`config.mk`:
```
export PLATFORM = sky130hd
export DESIGN_NAME = tsc_regs
export DESIGN_NICKNAME = d
export VERILOG_FILES = /design/src/logic/tsc_pkg.sv /design/src/logic/tsc_fault_filter.sv /design/src/logic/tsc_regs.sv
export SDC_FILE = /design/constraint.sdc
export NUM_CORES = 1
export LEC_CHECK = 0
export BUFFER_PORTS_ARGS = -buffer_cell sky130_fd_sc_hd__buf_2
export CAP_MARGIN = 20
export CORE_ASPECT_RATIO = 1.25
export CORE_UTILIZATION = 46
export DETAILED_ROUTE_END_ITERATION = 8
export GPL_ROUTABILITY_DRIVEN = 0
export PLACE_DENSITY = 0.82
export SETUP_SLACK_MARGIN = 0.2
export SLEW_MARGIN = 20
export SYNTH_ARGS = -nofsm -noshare
export SYNTH_HDL_FRONTEND = slang
export SYNTH_SLANG_ARGS = --single-unit
```
`constraint.sdc`:
```
create_clock -name clk -period 2.45 [get_ports clk]
set_input_delay 0 -clock clk [delete_from_list [all_inputs] [get_ports clk]]
set_output_delay 0 -clock clk [all_outputs]
set_load 0.05 [all_outputs]
```
`src/logic/tsc_pkg.sv`:
```
// constants for the temperature sensor configuration and low threshold bank
package tsc_pkg;
	// ----------------------------------------------------------------
	// register offsets
	// ----------------------------------------------------------------
	localparam logic [7:0]  OFF_DEVICE_CONFIG = 8'h01;
	localparam logic [7:0]  OFF_LOW_THRESHOLD = 8'h02;
	// ----------------------------------------------------------------
	// reset values
	// ----------------------------------------------------------------
	localparam logic [15:0] RST_DEVICE_CONFIG = 16'h60A0;
	localparam logic [15:0] RST_LOW_THRESHOLD = 16'h4B00;
	localparam logic [15:0] RST_HIGH_THRESHOLD = 16'h5000;
	// ----------------------------------------------------------------
	// configuration field positions
	// ----------------------------------------------------------------
	localparam int          BIT_TRIGGER  = 15;
	localparam int          BIT_FAULT_HI = 12;
	localparam int          BIT_FAULT_LO = 11;
	localparam int          BIT_POLARITY = 10;
	localparam int          BIT_INT_MODE = 9;
	localparam int          BIT_SHUTDOWN = 8;
	localparam int          BIT_RATE_HI  = 7;
	localparam int          BIT_RATE_LO  = 6;
	localparam int          BIT_FLAG     = 5;
	localparam int          BIT_WIDE     = 4;
	localparam logic [1:0]  CFG_RSVD_HI  = 2'h3;
	localparam logic [1:0]  RST_FAULT    = 2'h0;
	localparam logic [1:0]  RST_RATE     = 2'h2;
	// threshold masks for the two layouts
	localparam logic [15:0] MASK_NORMAL  = 16'hFFF0;
	localparam logic [15:0] MASK_WIDE    = 16'hFFF8;
	// ----------------------------------------------------------------
	// timing
	// ----------------------------------------------------------------
	localparam longint      CLK_HZ       = 20000000;
	localparam longint      PERIOD0_MS   = 4000;
	localparam longint      PERIOD1_MS   = 1000;
	localparam longint      PERIOD2_MS   = 250;
	localparam longint      PERIOD3_MS   = 125;
	localparam longint      CYC0 = PERIOD0_MS * CLK_HZ / 1000;
	localparam longint      CYC1 = PERIOD1_MS * CLK_HZ / 1000;
	localparam longint      CYC2 = PERIOD2_MS * CLK_HZ / 1000;
	localparam longint      CYC3 = PERIOD3_MS * CLK_HZ / 1000;
	localparam int          CNT_W = 27;
	// fault counts per field code
	localparam logic [2:0]  FAULTS0 = 3'h1;
	localparam logic [2:0]  FAULTS1 = 3'h2;
	localparam logic [2:0]  FAULTS2 = 3'h4;
	localparam logic [2:0]  FAULTS3 = 3'h6;
	// conversion controller states
	typedef enum logic [1:0] {
		TSC_IDLE = 2'b00,
		TSC_CONV = 2'b01,
		TSC_DONE = 2'b11
	} tsc_state_t;
endpackage : tsc_pkg

```
`src/logic/tsc_fault_filter.sv`:
```
// consecutive fault filter and comparator or interrupt alert state
module tsc_fault_filter (
	input  wire logic        clk,
	input  wire logic        rst,
	input  wire logic        conv_done,
	input  wire logic        above_high,
	input  wire logic        below_low,
	input  wire logic [1:0]  fault_sel,
	input  wire logic        int_mode,
	input  wire logic        ack,
	output logic             comp_active,
	output logic             alert_active
);
	logic [2:0] need;
	logic [2:0] hi_cnt_r;
	logic [2:0] lo_cnt_r;
	logic       comp_r;
	logic       int_r;

	// ----------------------------------------------------------------
	// required consecutive conversions
	// ----------------------------------------------------------------
	always_comb begin
		unique case (fault_sel)
			2'b00: need = tsc_pkg::FAULTS0;
			2'b01: need = tsc_pkg::FAULTS1;
			2'b10: need = tsc_pkg::FAULTS2;
			2'b11: need = tsc_pkg::FAULTS3;
		endcase
	end

	// run counters over successive conversions
	always_ff @(posedge clk) begin
		if (rst) begin
			hi_cnt_r <= 3'h0;
			lo_cnt_r <= 3'h0;
		end else if (conv_done) begin
			hi_cnt_r <= above_high ? ((hi_cnt_r < 3'h6) ? hi_cnt_r + 3'h1 : hi_cnt_r) : 3'h0;
			lo_cnt_r <= below_low ? ((lo_cnt_r < 3'h6) ? lo_cnt_r + 3'h1 : lo_cnt_r) : 3'h0;
		end
	end

	// comparator status: set on high faults, clear on low faults
	always_ff @(posedge clk) begin
		if (rst) begin
			comp_r <= 1'b0;
		end else if (conv_done) begin
			if (above_high && (hi_cnt_r + 3'h1 >= need)) begin
				comp_r <= 1'b1;
			end else if (below_low && (lo_cnt_r + 3'h1 >= need)) begin
				comp_r <= 1'b0;
			end
		end
	end

	// interrupt-style alert: event latched until read back, event wins
	always_ff @(posedge clk) begin
		if (rst) begin
			int_r <= 1'b0;
		end else if (conv_done && ((above_high && !comp_r && (hi_cnt_r + 3'h1 >= need))
				|| (below_low && comp_r && (lo_cnt_r + 3'h1 >= need)))) begin
			int_r <= 1'b1;
		end else if (ack || !int_mode) begin
			int_r <= 1'b0;
		end
	end

	assign comp_active  = comp_r;
	assign alert_active = int_mode ? int_r : comp_r;
endmodule : tsc_fault_filter

```
`src/logic/tsc_regs.sv`:
```
// configuration and low threshold register bank of the temperature sensor
// How it works
// - trigger write in shutdown starts one conversion
// - trigger reads 0 busy, 1 done
// - fault field sets consecutive conversions needed
// - polarity bit sets alert pin and flag level
// - mode bit picks comparator or interrupt alert
// - shutdown bit stops periodic conversions
// - rate field picks period, reset 250 ms
// - flag is read-only comparator status, polarity applied
// - wide bit selects 12 or 13 bit format
// - comparator status readable in the configuration word, not the interrupt alert
// - low threshold two's complement, 62.5 mC steps
// - low threshold resets to 4B00h
// - unused low threshold bits read zero
module tsc_regs (
	input  wire logic        clk,
	input  wire logic        rst,
	input  wire logic [7:0]  reg_addr,
	input  wire logic        reg_wr,
	input  wire logic        reg_rd,
	input  wire logic [15:0] reg_wdata,
	output logic [15:0]      reg_rdata,
	output logic             conv_start,
	input  wire logic        conv_done,
	input  wire logic [15:0] temp_result,
	input  wire logic [15:0] high_threshold,
	output logic [15:0]      low_threshold,
	output logic             wide_format,
	output logic             alert_out
);
	// ----------------------------------------------------------------
	// configuration and threshold storage
	// ----------------------------------------------------------------
	logic [1:0]  fault_r;
	logic        polarity_r;
	logic        int_mode_r;
	logic        shutdown_r;
	logic [1:0]  rate_r;
	logic        wide_r;
	logic [15:0] low_r;
	logic [15:0] rdata_r;
	logic        alert_r;
	logic [15:0] rdata_nxt;

	// ----------------------------------------------------------------
	// conversion control
	// ----------------------------------------------------------------
	logic [tsc_pkg::CNT_W-1:0] tick_r;
	logic [tsc_pkg::CNT_W-1:0] period;
	tsc_pkg::tsc_state_t       state_r;
	logic        wr_cfg;
	logic        wr_low;
	logic        periodic_start;
	logic        single_start;
	logic        trig_read;

	// ----------------------------------------------------------------
	// alert path and compare operands
	// ----------------------------------------------------------------
	logic        comp_active;
	logic        alert_active;
	logic        ack;
	logic [15:0] mask;
	logic signed [15:0] t_s;
	logic signed [15:0] hi_s;
	logic signed [15:0] lo_s;

	// ----------------------------------------------------------------
	// register decode
	// ----------------------------------------------------------------
	// write strobes per register and the mask of the active layout
	assign wr_cfg = reg_wr && (reg_addr == tsc_pkg::OFF_DEVICE_CONFIG);
	assign wr_low = reg_wr && (reg_addr == tsc_pkg::OFF_LOW_THRESHOLD);
	assign mask   = wide_r ? tsc_pkg::MASK_WIDE : tsc_pkg::MASK_NORMAL;

	// ----------------------------------------------------------------
	// configuration fields
	// ----------------------------------------------------------------
	always_ff @(posedge clk) begin
		if (rst) begin
			fault_r    <= tsc_pkg::RST_FAULT;
			polarity_r <= 1'b0;
			int_mode_r <= 1'b0;
			shutdown_r <= 1'b0;
			rate_r     <= tsc_pkg::RST_RATE;
			wide_r     <= 1'b0;
		end else if (wr_cfg) begin
			fault_r    <= reg_wdata[tsc_pkg::BIT_FAULT_HI:tsc_pkg::BIT_FAULT_LO];
			polarity_r <= reg_wdata[tsc_pkg::BIT_POLARITY];
			int_mode_r <= reg_wdata[tsc_pkg::BIT_INT_MODE];
			shutdown_r <= reg_wdata[tsc_pkg::BIT_SHUTDOWN];
			rate_r     <= reg_wdata[tsc_pkg::BIT_RATE_HI:tsc_pkg::BIT_RATE_LO];
			wide_r     <= reg_wdata[tsc_pkg::BIT_WIDE];
		end
	end

	// ----------------------------------------------------------------
	// low threshold, stored as written, unused bits cleared
	// ----------------------------------------------------------------
	always_ff @(posedge clk) begin
		if (rst) begin
			low_r <= tsc_pkg::RST_LOW_THRESHOLD;
		end else if (wr_low) begin
			low_r <= reg_wdata & mask;
		end
	end

	// ----------------------------------------------------------------
	// conversion period timer, active in continuous mode only
	// ----------------------------------------------------------------
	always_comb begin
		unique case (rate_r)
			2'b00: period = tsc_pkg::CNT_W'(tsc_pkg::CYC0 - 1);
			2'b01: period = tsc_pkg::CNT_W'(tsc_pkg::CYC1 - 1);
			2'b10: period = tsc_pkg::CNT_W'(tsc_pkg::CYC2 - 1);
			2'b11: period = tsc_pkg::CNT_W'(tsc_pkg::CYC3 - 1);
		endcase
	end

	// free-running count, held at zero while shut down
	always_ff @(posedge clk) begin
		if (rst || shutdown_r) begin
			tick_r <= '0;
		end else if (tick_r >= period) begin
			tick_r <= '0;
		end else begin
			tick_r <= tick_r + 1'b1;
		end
	end

	assign periodic_start = !shutdown_r && (tick_r >= period);
	// a trigger only counts while shutdown is already selected
	assign single_start   = wr_cfg && shutdown_r && reg_wdata[tsc_pkg::BIT_TRIGGER]
		&& (state_r != tsc_pkg::TSC_CONV);
	assign conv_start     = periodic_start || single_start;

	// ----------------------------------------------------------------
	// single conversion tracking for the trigger readback
	// ----------------------------------------------------------------
	always_ff @(posedge clk) begin
		if (rst) begin
			state_r <= tsc_pkg::TSC_IDLE;
		end else begin
			unique case (state_r)
				tsc_pkg::TSC_IDLE: if (single_start) state_r <= tsc_pkg::TSC_CONV;
				tsc_pkg::TSC_CONV: if (conv_done) state_r <= tsc_pkg::TSC_DONE;
				tsc_pkg::TSC_DONE: if (single_start) state_r <= tsc_pkg::TSC_CONV;
				default:           state_r <= tsc_pkg::TSC_IDLE;
			endcase
		end
	end

	// shutdown reads 1 unless a conversion runs; continuous reads 0
	assign trig_read = shutdown_r && (state_r != tsc_pkg::TSC_CONV);

	// ----------------------------------------------------------------
	// threshold compare on finished conversions
	// ----------------------------------------------------------------
	assign t_s  = $signed(temp_result & mask);
	assign hi_s = $signed(high_threshold & mask);
	assign lo_s = $signed(low_r & mask);

	// any finished read acknowledges an interrupt-style alert
	assign ack  = reg_rd;

	// consecutive fault filter and alert mode selection
	tsc_fault_filter u_filter (
		.clk          (clk),
		.rst          (rst),
		.conv_done    (conv_done),
		.above_high   (t_s >= hi_s),
		.below_low    (t_s < lo_s),
		.fault_sel    (fault_r),
		.int_mode     (int_mode_r),
		.ack          (ack),
		.comp_active  (comp_active),
		.alert_active (alert_active)
	);

	// ----------------------------------------------------------------
	// alert pin level follows polarity
	// ----------------------------------------------------------------
	always_ff @(posedge clk) begin
		if (rst) begin
			alert_r <= 1'b1;
		end else begin
			alert_r <= alert_active ~^ polarity_r;
		end
	end

	// ----------------------------------------------------------------
	// read data, registered; unmapped offsets read zero
	// ----------------------------------------------------------------
	always_comb begin
		if (reg_addr == tsc_pkg::OFF_DEVICE_CONFIG) begin
			rdata_nxt = {trig_read, tsc_pkg::CFG_RSVD_HI, fault_r, polarity_r, int_mode_r,
				shutdown_r, rate_r, comp_active ~^ polarity_r, wide_r, 4'h0};
		end else if (reg_addr == tsc_pkg::OFF_LOW_THRESHOLD) begin
			rdata_nxt = low_r & mask;
		end else begin
			rdata_nxt = '0;
		end
	end

	// hold the selected word for the host
	always_ff @(posedge clk) begin
		if (rst) begin
			rdata_r <= '0;
		end else begin
			rdata_r <= rdata_nxt;
		end
	end

	// outputs straight from their registers
	assign reg_rdata     = rdata_r;
	assign low_threshold = low_r;
	assign wide_format   = wide_r;
	assign alert_out     = alert_r;
endmodule : tsc_regs

```
Word-level counts from Yosys, hierarchy flattened:

Cells that the tools add are included.

* bits of input ports: 61
* bits in registers: 78
* output and inout port bits: 35
* logic and storage cells: 98

* magnitude comparators: 7
* equality and inequality tests: 15
* multiplexer cells: 17
* add/sub/neg operators: 3
* reductions and logical operators: 33
* bitwise gates (word level): 7

Operator list (count)
* 27-bit case mux with 4 select lines: 1
* 16-bit AND: 4
* 16-bit 2-to-1 mux: 2
* 27-bit by 1-bit adder with 27-bit output, second input constant: 1
* 27-bit >= comparator: 1
* 16-bit >= comparator: 1
* 16-bit < comparator: 1
* 1-bit logical AND: 14
* 3-bit 2-to-1 mux: 4
* 3-bit case mux with 4 select lines: 1
* 2-bit == test, second input constant: 5
* 8-bit by 1-bit == test with 1-bit output, second input constant: 1
* 8-bit by 2-bit == test with 1-bit output, second input constant: 1
* 2-bit AND reduction: 4
* 3-bit by 1-bit adder with 3-bit output, second input constant: 2
* 2-bit by 1-bit == test with 1-bit output, second input constant: 3
* 3-bit >= comparator: 2
* 2-bit zero test: 3
* 3-bit < comparator, second input constant: 2
* 2-bit != test, second input constant: 3
* 1-bit 2-to-1 mux: 5
* 1-bit logical OR: 4
* 2-bit 2-to-1 mux: 2
* 4-bit 2-to-1 mux: 1
* 8 further kinds: 14

Depth between registers and ports, before layout:

* depth in word-level cells: 8
* mapped depth: 12
* mapped depth without buffers: 11

Cells and area by module:

Synthesis repeated with hierarchy kept, for this count alone.

* cell total of the unflattened synthesis: 530
* area, all modules: 4445.5 sq um

By module, submodules not included
* tsc_regs: instances 1, cells an instance 464, area an instance 3921.3 sq um
* tsc_fault_filter: instances 1, cells an instance 66, area an instance 524.3 sq um

Least setup slack after synthesis:

OpenSTA, ideal clock, no wires.

* path kind: reg2out
* start point: reg rate_r[0]
* end point: out conv_start
* data arrival time: 2810 ps
* stages on the path, launching flop included: 10
* buffers on the path: 0
* slack: -360 ps
* required time: 2450 ps
* cell sequence: dfxtp_1 > inv_1 > ha_1 > ha_1 > nand3_1 > nor3_1 > o31a_1 > o221ai_1 > a211oi_2 > a2bb2oi_1

* cells in the longest elaborated chain, start to end: 5

Ends and longest elaborated chain
* from (decl): RTL line tsc_regs.sv:39 `logic [1:0] rate_r;`
* from (signal assigned): RTL line tsc_regs.sv:86 `rate_r <= tsc_pkg::RST_RATE;`
* from (signal assigned): RTL line tsc_regs.sv:93 `rate_r <= reg_wdata[tsc_pkg::BIT_RATE_HI:tsc_pkg::BIT_RATE_LO];`
* 2-bit == test, or another cell as far along: RTL line tsc_regs.sv:113 `unique case (rate_r)`
* 27-bit case mux with 4 select lines *: RTL line tsc_regs.sv:113
* 27-bit >= comparator *: RTL line tsc_regs.sv:132 `assign periodic_start = !shutdown_r && (tick_r >= period);`
* 1-bit logical AND *: RTL line tsc_regs.sv:132
* 1-bit logical OR *: RTL line tsc_regs.sv:136 `assign conv_start = periodic_start || single_start;`
* to (decl): RTL line tsc_regs.sv:24 `output logic conv_start,`

Every way passes the cells marked *; elsewhere a longest branch is shown, timed or not. The select of a mux whose other input is x is not followed.

Worst setup path in the final report:

Same ends and word-level chain as after synthesis.

==> qor.log <==
[drt] count of unresolved DRC violations after routing 0
[pwr] static leakage power 0.002739 µW
[drt] Via Count 4264
[drt] average wire per standard cell 17.94 µm
[place] number of instances in the placed design 699
[pwr] relative contribution of combinational cells to total power 13.2%
[drt] DRT antenna net count 0
[timing] Max Fclk 0.3849 GHz
[timing] minimum hold slack 0.008694 ns
[drt] Vias per Instance 5.723
[worst_setup_path] type of destination of the critical path output pin
[worst_setup_path] Setup crit start kind flip-flop
[place] number of input and output port buffers inserted 80
[clock_network] number of buffers created by CTS 9
[worst_setup_path] list of cells traversed by the critical path inv_4, ha_4, inv_4, o21ai_2, ha_1, nand4_1, nor3_2, nand3_1, a21o_1, nand2_2, a2bb2oi_4, buf_6
[global_routing] antenna violations before repair 0
[worst_setup_path] slowest cell on the critical path sky130_fd_sc_hd__dfxtp_4
[yosys] sequential cell area fraction in the yosys report 32.21%
[pwr] ratio of total power to cell area 492.2 nW/µm²
[pwr] switching power 755.8 µW
[clock_network] clock sink count 72
[worst_hold_path] kind of path behind the tightest hold check primary input to flip-flop
[cells_and_area] most common cell after layout, fill and taps aside sky130_fd_sc_hd__buf_2
[drt] length of the first detailed-routing pass in iterations 4
[cells_and_area] number of cells in the finished layout apart from fillers 745
[floorplanning] area enclosed by the die boundary 10130 µm²
[worst_setup_path] CP Class flip-flop to output pin
[pwr] proportion of total power due to net switching 25.24%
[run] max capacitance violation total 0
[yosys] YS warnings 0
[global_routing] global router's overall resource usage 23.26%
[yosys] gate count after technology mapping 512
[floorplanning] Die Span X 90.21 µm
[timing] Slew Limit Fails 0
[floorplanning] boundary pin count 96
[place] Placed Instance Area 4979 µm²
[pwr] Clock Power Share 45.9%
[timing] final setup violating endpoints 28
[floorplanning] core outline area 9271 µm²
[global_routing] maximum number of pins on one net before global-route repair 27
[cells_and_area] Layout Nets 740
[timing] Final period util 106.0%
[worst_setup_path] WP buf/inv 3
[floorplanning] vertical extent of the die 112.3 µm
[clock_network] Max Buffers Root-to-Sink 2
[clock_network] number of levels in the clock H-tree 3
[yosys] post-synthesis cell area 4474 µm²
[pwr] Overall Power 2995 µW
[clock_network] CTS clk-pin slew, worst paths 0.06 ns
[timing] Slew HR 62.77%
[yosys] number of enable flip-flop cells after synthesis 0
[pwr] cell-internal power 2239 µW
[clock_network] clock tree from TritonCTS yes
[yosys] Synth async-reset ratio 0%
[place] DP HPWL 8181 µm
[cells_and_area] total non-filler cell area in the finished layout 6085 µm²
[timing] setup repair after global routing missed its margin yes
[global_routing] remaining global-route overflow 0
[timing] setup slack after layout -0.1479 ns
[timing] measured slew at the worst slew-check pin 0.5584 ns
[cells_and_area] share of layout cells above drive strength 1 33.44%
[worst_setup_path] Largest stage delay, worst path 0.40 ns
[worst_setup_path] critical path fanouts, max 4
[worst_setup_path] data arrival time of the worst path 2.60 ns
[cells_and_area] synthesis-to-finish area growth 35.99%
[drt] total detailed-routing wirelength 13370 µm
[cells_and_area] share of the core filled with cells in the final layout 65.63%
[timing] post-route minimum period 2.598 ns
[status] outcome complete, but fails checks
[timing] maximum clock skew at final layout 0.008664 ns
[yosys] Yosys cell types 58
[pwr] Max VDD drop 0.5644 mV
[worst_setup_path] Crit path top cell by count sky130_fd_sc_hd__inv_4
[floorplanning] num rows 39
[drt] Detailed Route Iter0 Violations 117
[yosys] post-synthesis area per instance 8.739 µm²
[global_routing] global-route wire length before repair 18980 µm
[clock_network] clock tree root buffer cell sky130_fd_sc_hd__clkbuf_16
[cells_and_area] Antenna Diode Count 0
[worst_setup_path] Critical Path RT 2.45 ns
[yosys] post-synthesis sequential element count 72
[timing] Final Hold Violating Endpoints 0
[clock_network] clock insertion delay at the later pin of the skew report 0.34 ns
[global_routing] via count of the first global-routing pass 4236
[cells_and_area] filler cell count in the final layout 684
[pwr] sequential share of power 40.9%
[yosys] Top FF cell, synth sky130_fd_sc_hd__dfxtp_1
[status] violated checks negative setup slack
[cells_and_area] commonest cells after routing, fill and taps aside sky130_fd_sc_hd__buf_2, sky130_fd_sc_hd__dfxtp_1, sky130_fd_sc_hd__ha_1
[floorplanning] starting utilization of the core area 48.26%
[worst_setup_path] family of cells with the greatest summed delay on the critical path simple AND/OR/NAND/NOR gates
==> metrics by stage <==
stage	TNS [ns]	setup WS, ns
floorplan	0	0.2156
global placement	0	0.08879
detailed placement	0	0.004742
CTS	-0.02755	-0.02755
global route	-2.529	-0.2142
finish	-1.086	-0.1479
==> Yosys cell counts (all sizes together), types with 4 or more instances <==
cell type	count	area share [%]
a211o	7	1.4
a211oi	8	1.6
a21o	11	1.8
a21oi	24	2.8
a22o	9	1.8
buf	20	3.2
clkbuf	12	1.0
dfxtp	72	32
ha	62	17
inv	51	4.3
mux2i	14	3.1
nand2	24	2.0
nand2b	6	0.84
nand3	17	1.9
nand4	9	1.3
nor2	39	3.3
nor2b	4	0.56
nor3	39	4.4
nor4	7	0.98
o21ai	9	1.3
xnor2	22	4.3
xor2	8	1.6
==> cells by family after synthesis <==
| logic type | count (synthesis) | share of synthesized area (%) |
|---|---|---|
| and+or+nand+nor | 166 | 19.18 |
| AOI/OAI and AO/OA | 84 | 13.67 |
| buffers and inverters | 83 | 8.501 |
| DFF | 72 | 32.21 |
| adders and majority gates | 62 | 17.34 |
| xor gates and xnor gates | 30 | 5.872 |
| muxes | 14 | 3.132 |
| other | 1 | 0.08381 |
==> worst paths after layout <==
check / from / endpoint / slack (ns) / cells past startpoint
setup / recovery: rate_r[0] / conv_start / -0.15 / 12
hold / removal: reg_wdata[3] / low_threshold[3] / 0.009 / 5
setup reg to reg: rate_r[0] / tick_r[8] / -0.07 / 13
hold reg to reg: low_threshold[11] / low_threshold[11] / 0.50 / 1
==> worst min-delay path, cell delays in order <==
cell,delay [ns]
sky130_fd_sc_hd__buf_2,0.08
sky130_fd_sc_hd__nand2_1,0.04
sky130_fd_sc_hd__nor2_1,0.08
sky130_fd_sc_hd__a21oi_1,0.05
sky130_fd_sc_hd__nor2_1,0.07
==> sequential cells by signal, indices dropped and copies added (netlist names) <==
register / flops
low_threshold: 13
state_r: 2
rate_r: 2
u_filter.int_r: 1
int_mode_r: 1
wide_format: 1
u_filter.comp_active: 1
u_filter.lo_cnt_r: 3
u_filter.hi_cnt_r: 3
alert_out: 1
shutdown_r: 1
polarity_r: 1
reg_rdata: 13
fault_r: 2
tick_r: 27
==> metal layers <==
metal	track usage, %	part of all wire [%]	up-vias
li1	-	-	1995
met5	0	0	-
met3	5.962	5.8	61
met1	23.47	36	2032
met2	44.43	53	176
met4	10.54	5.1	0
==> what timing repair did <==
action | CTS | global route
hold buffers | 10 | 0
buffers inserted | 10 | 7
resized for setup | 33 | 66
endpoints found under the hold margin | 15 | 0
pin swaps | 14 | 37
cloned | 0 | 3
endpoints found under the setup margin | 32 | 32
==> power by group through the flow <==
stage               registers (µW)  logic [µW]  clock network (µW)
global placement              1250         338                   0
floorplan                     1250         256                   0
detailed placement            1250         357                   0
finish                        1220         396                1370
CTS                           1220         375                1380
global route                  1230         434                1430
==> cell type report <==
| class | instances | area [µm²] | area share [%] |
|---|---|---|---|
| clock inverter | 4 | 51.30 | 0.8431 |
| multi-input combinational | 362 | 3112 | 51.14 |
| sequential | 72 | 1461 | 24.02 |
| clock buffer | 12 | 266.5 | 4.380 |
| tap | 123 | 153.9 | 2.529 |
| timing repair buffer | 121 | 838.3 | 13.78 |
| inverter | 51 | 201.4 | 3.311 |
No activity file was read; power rests on OpenSTA's default activity.
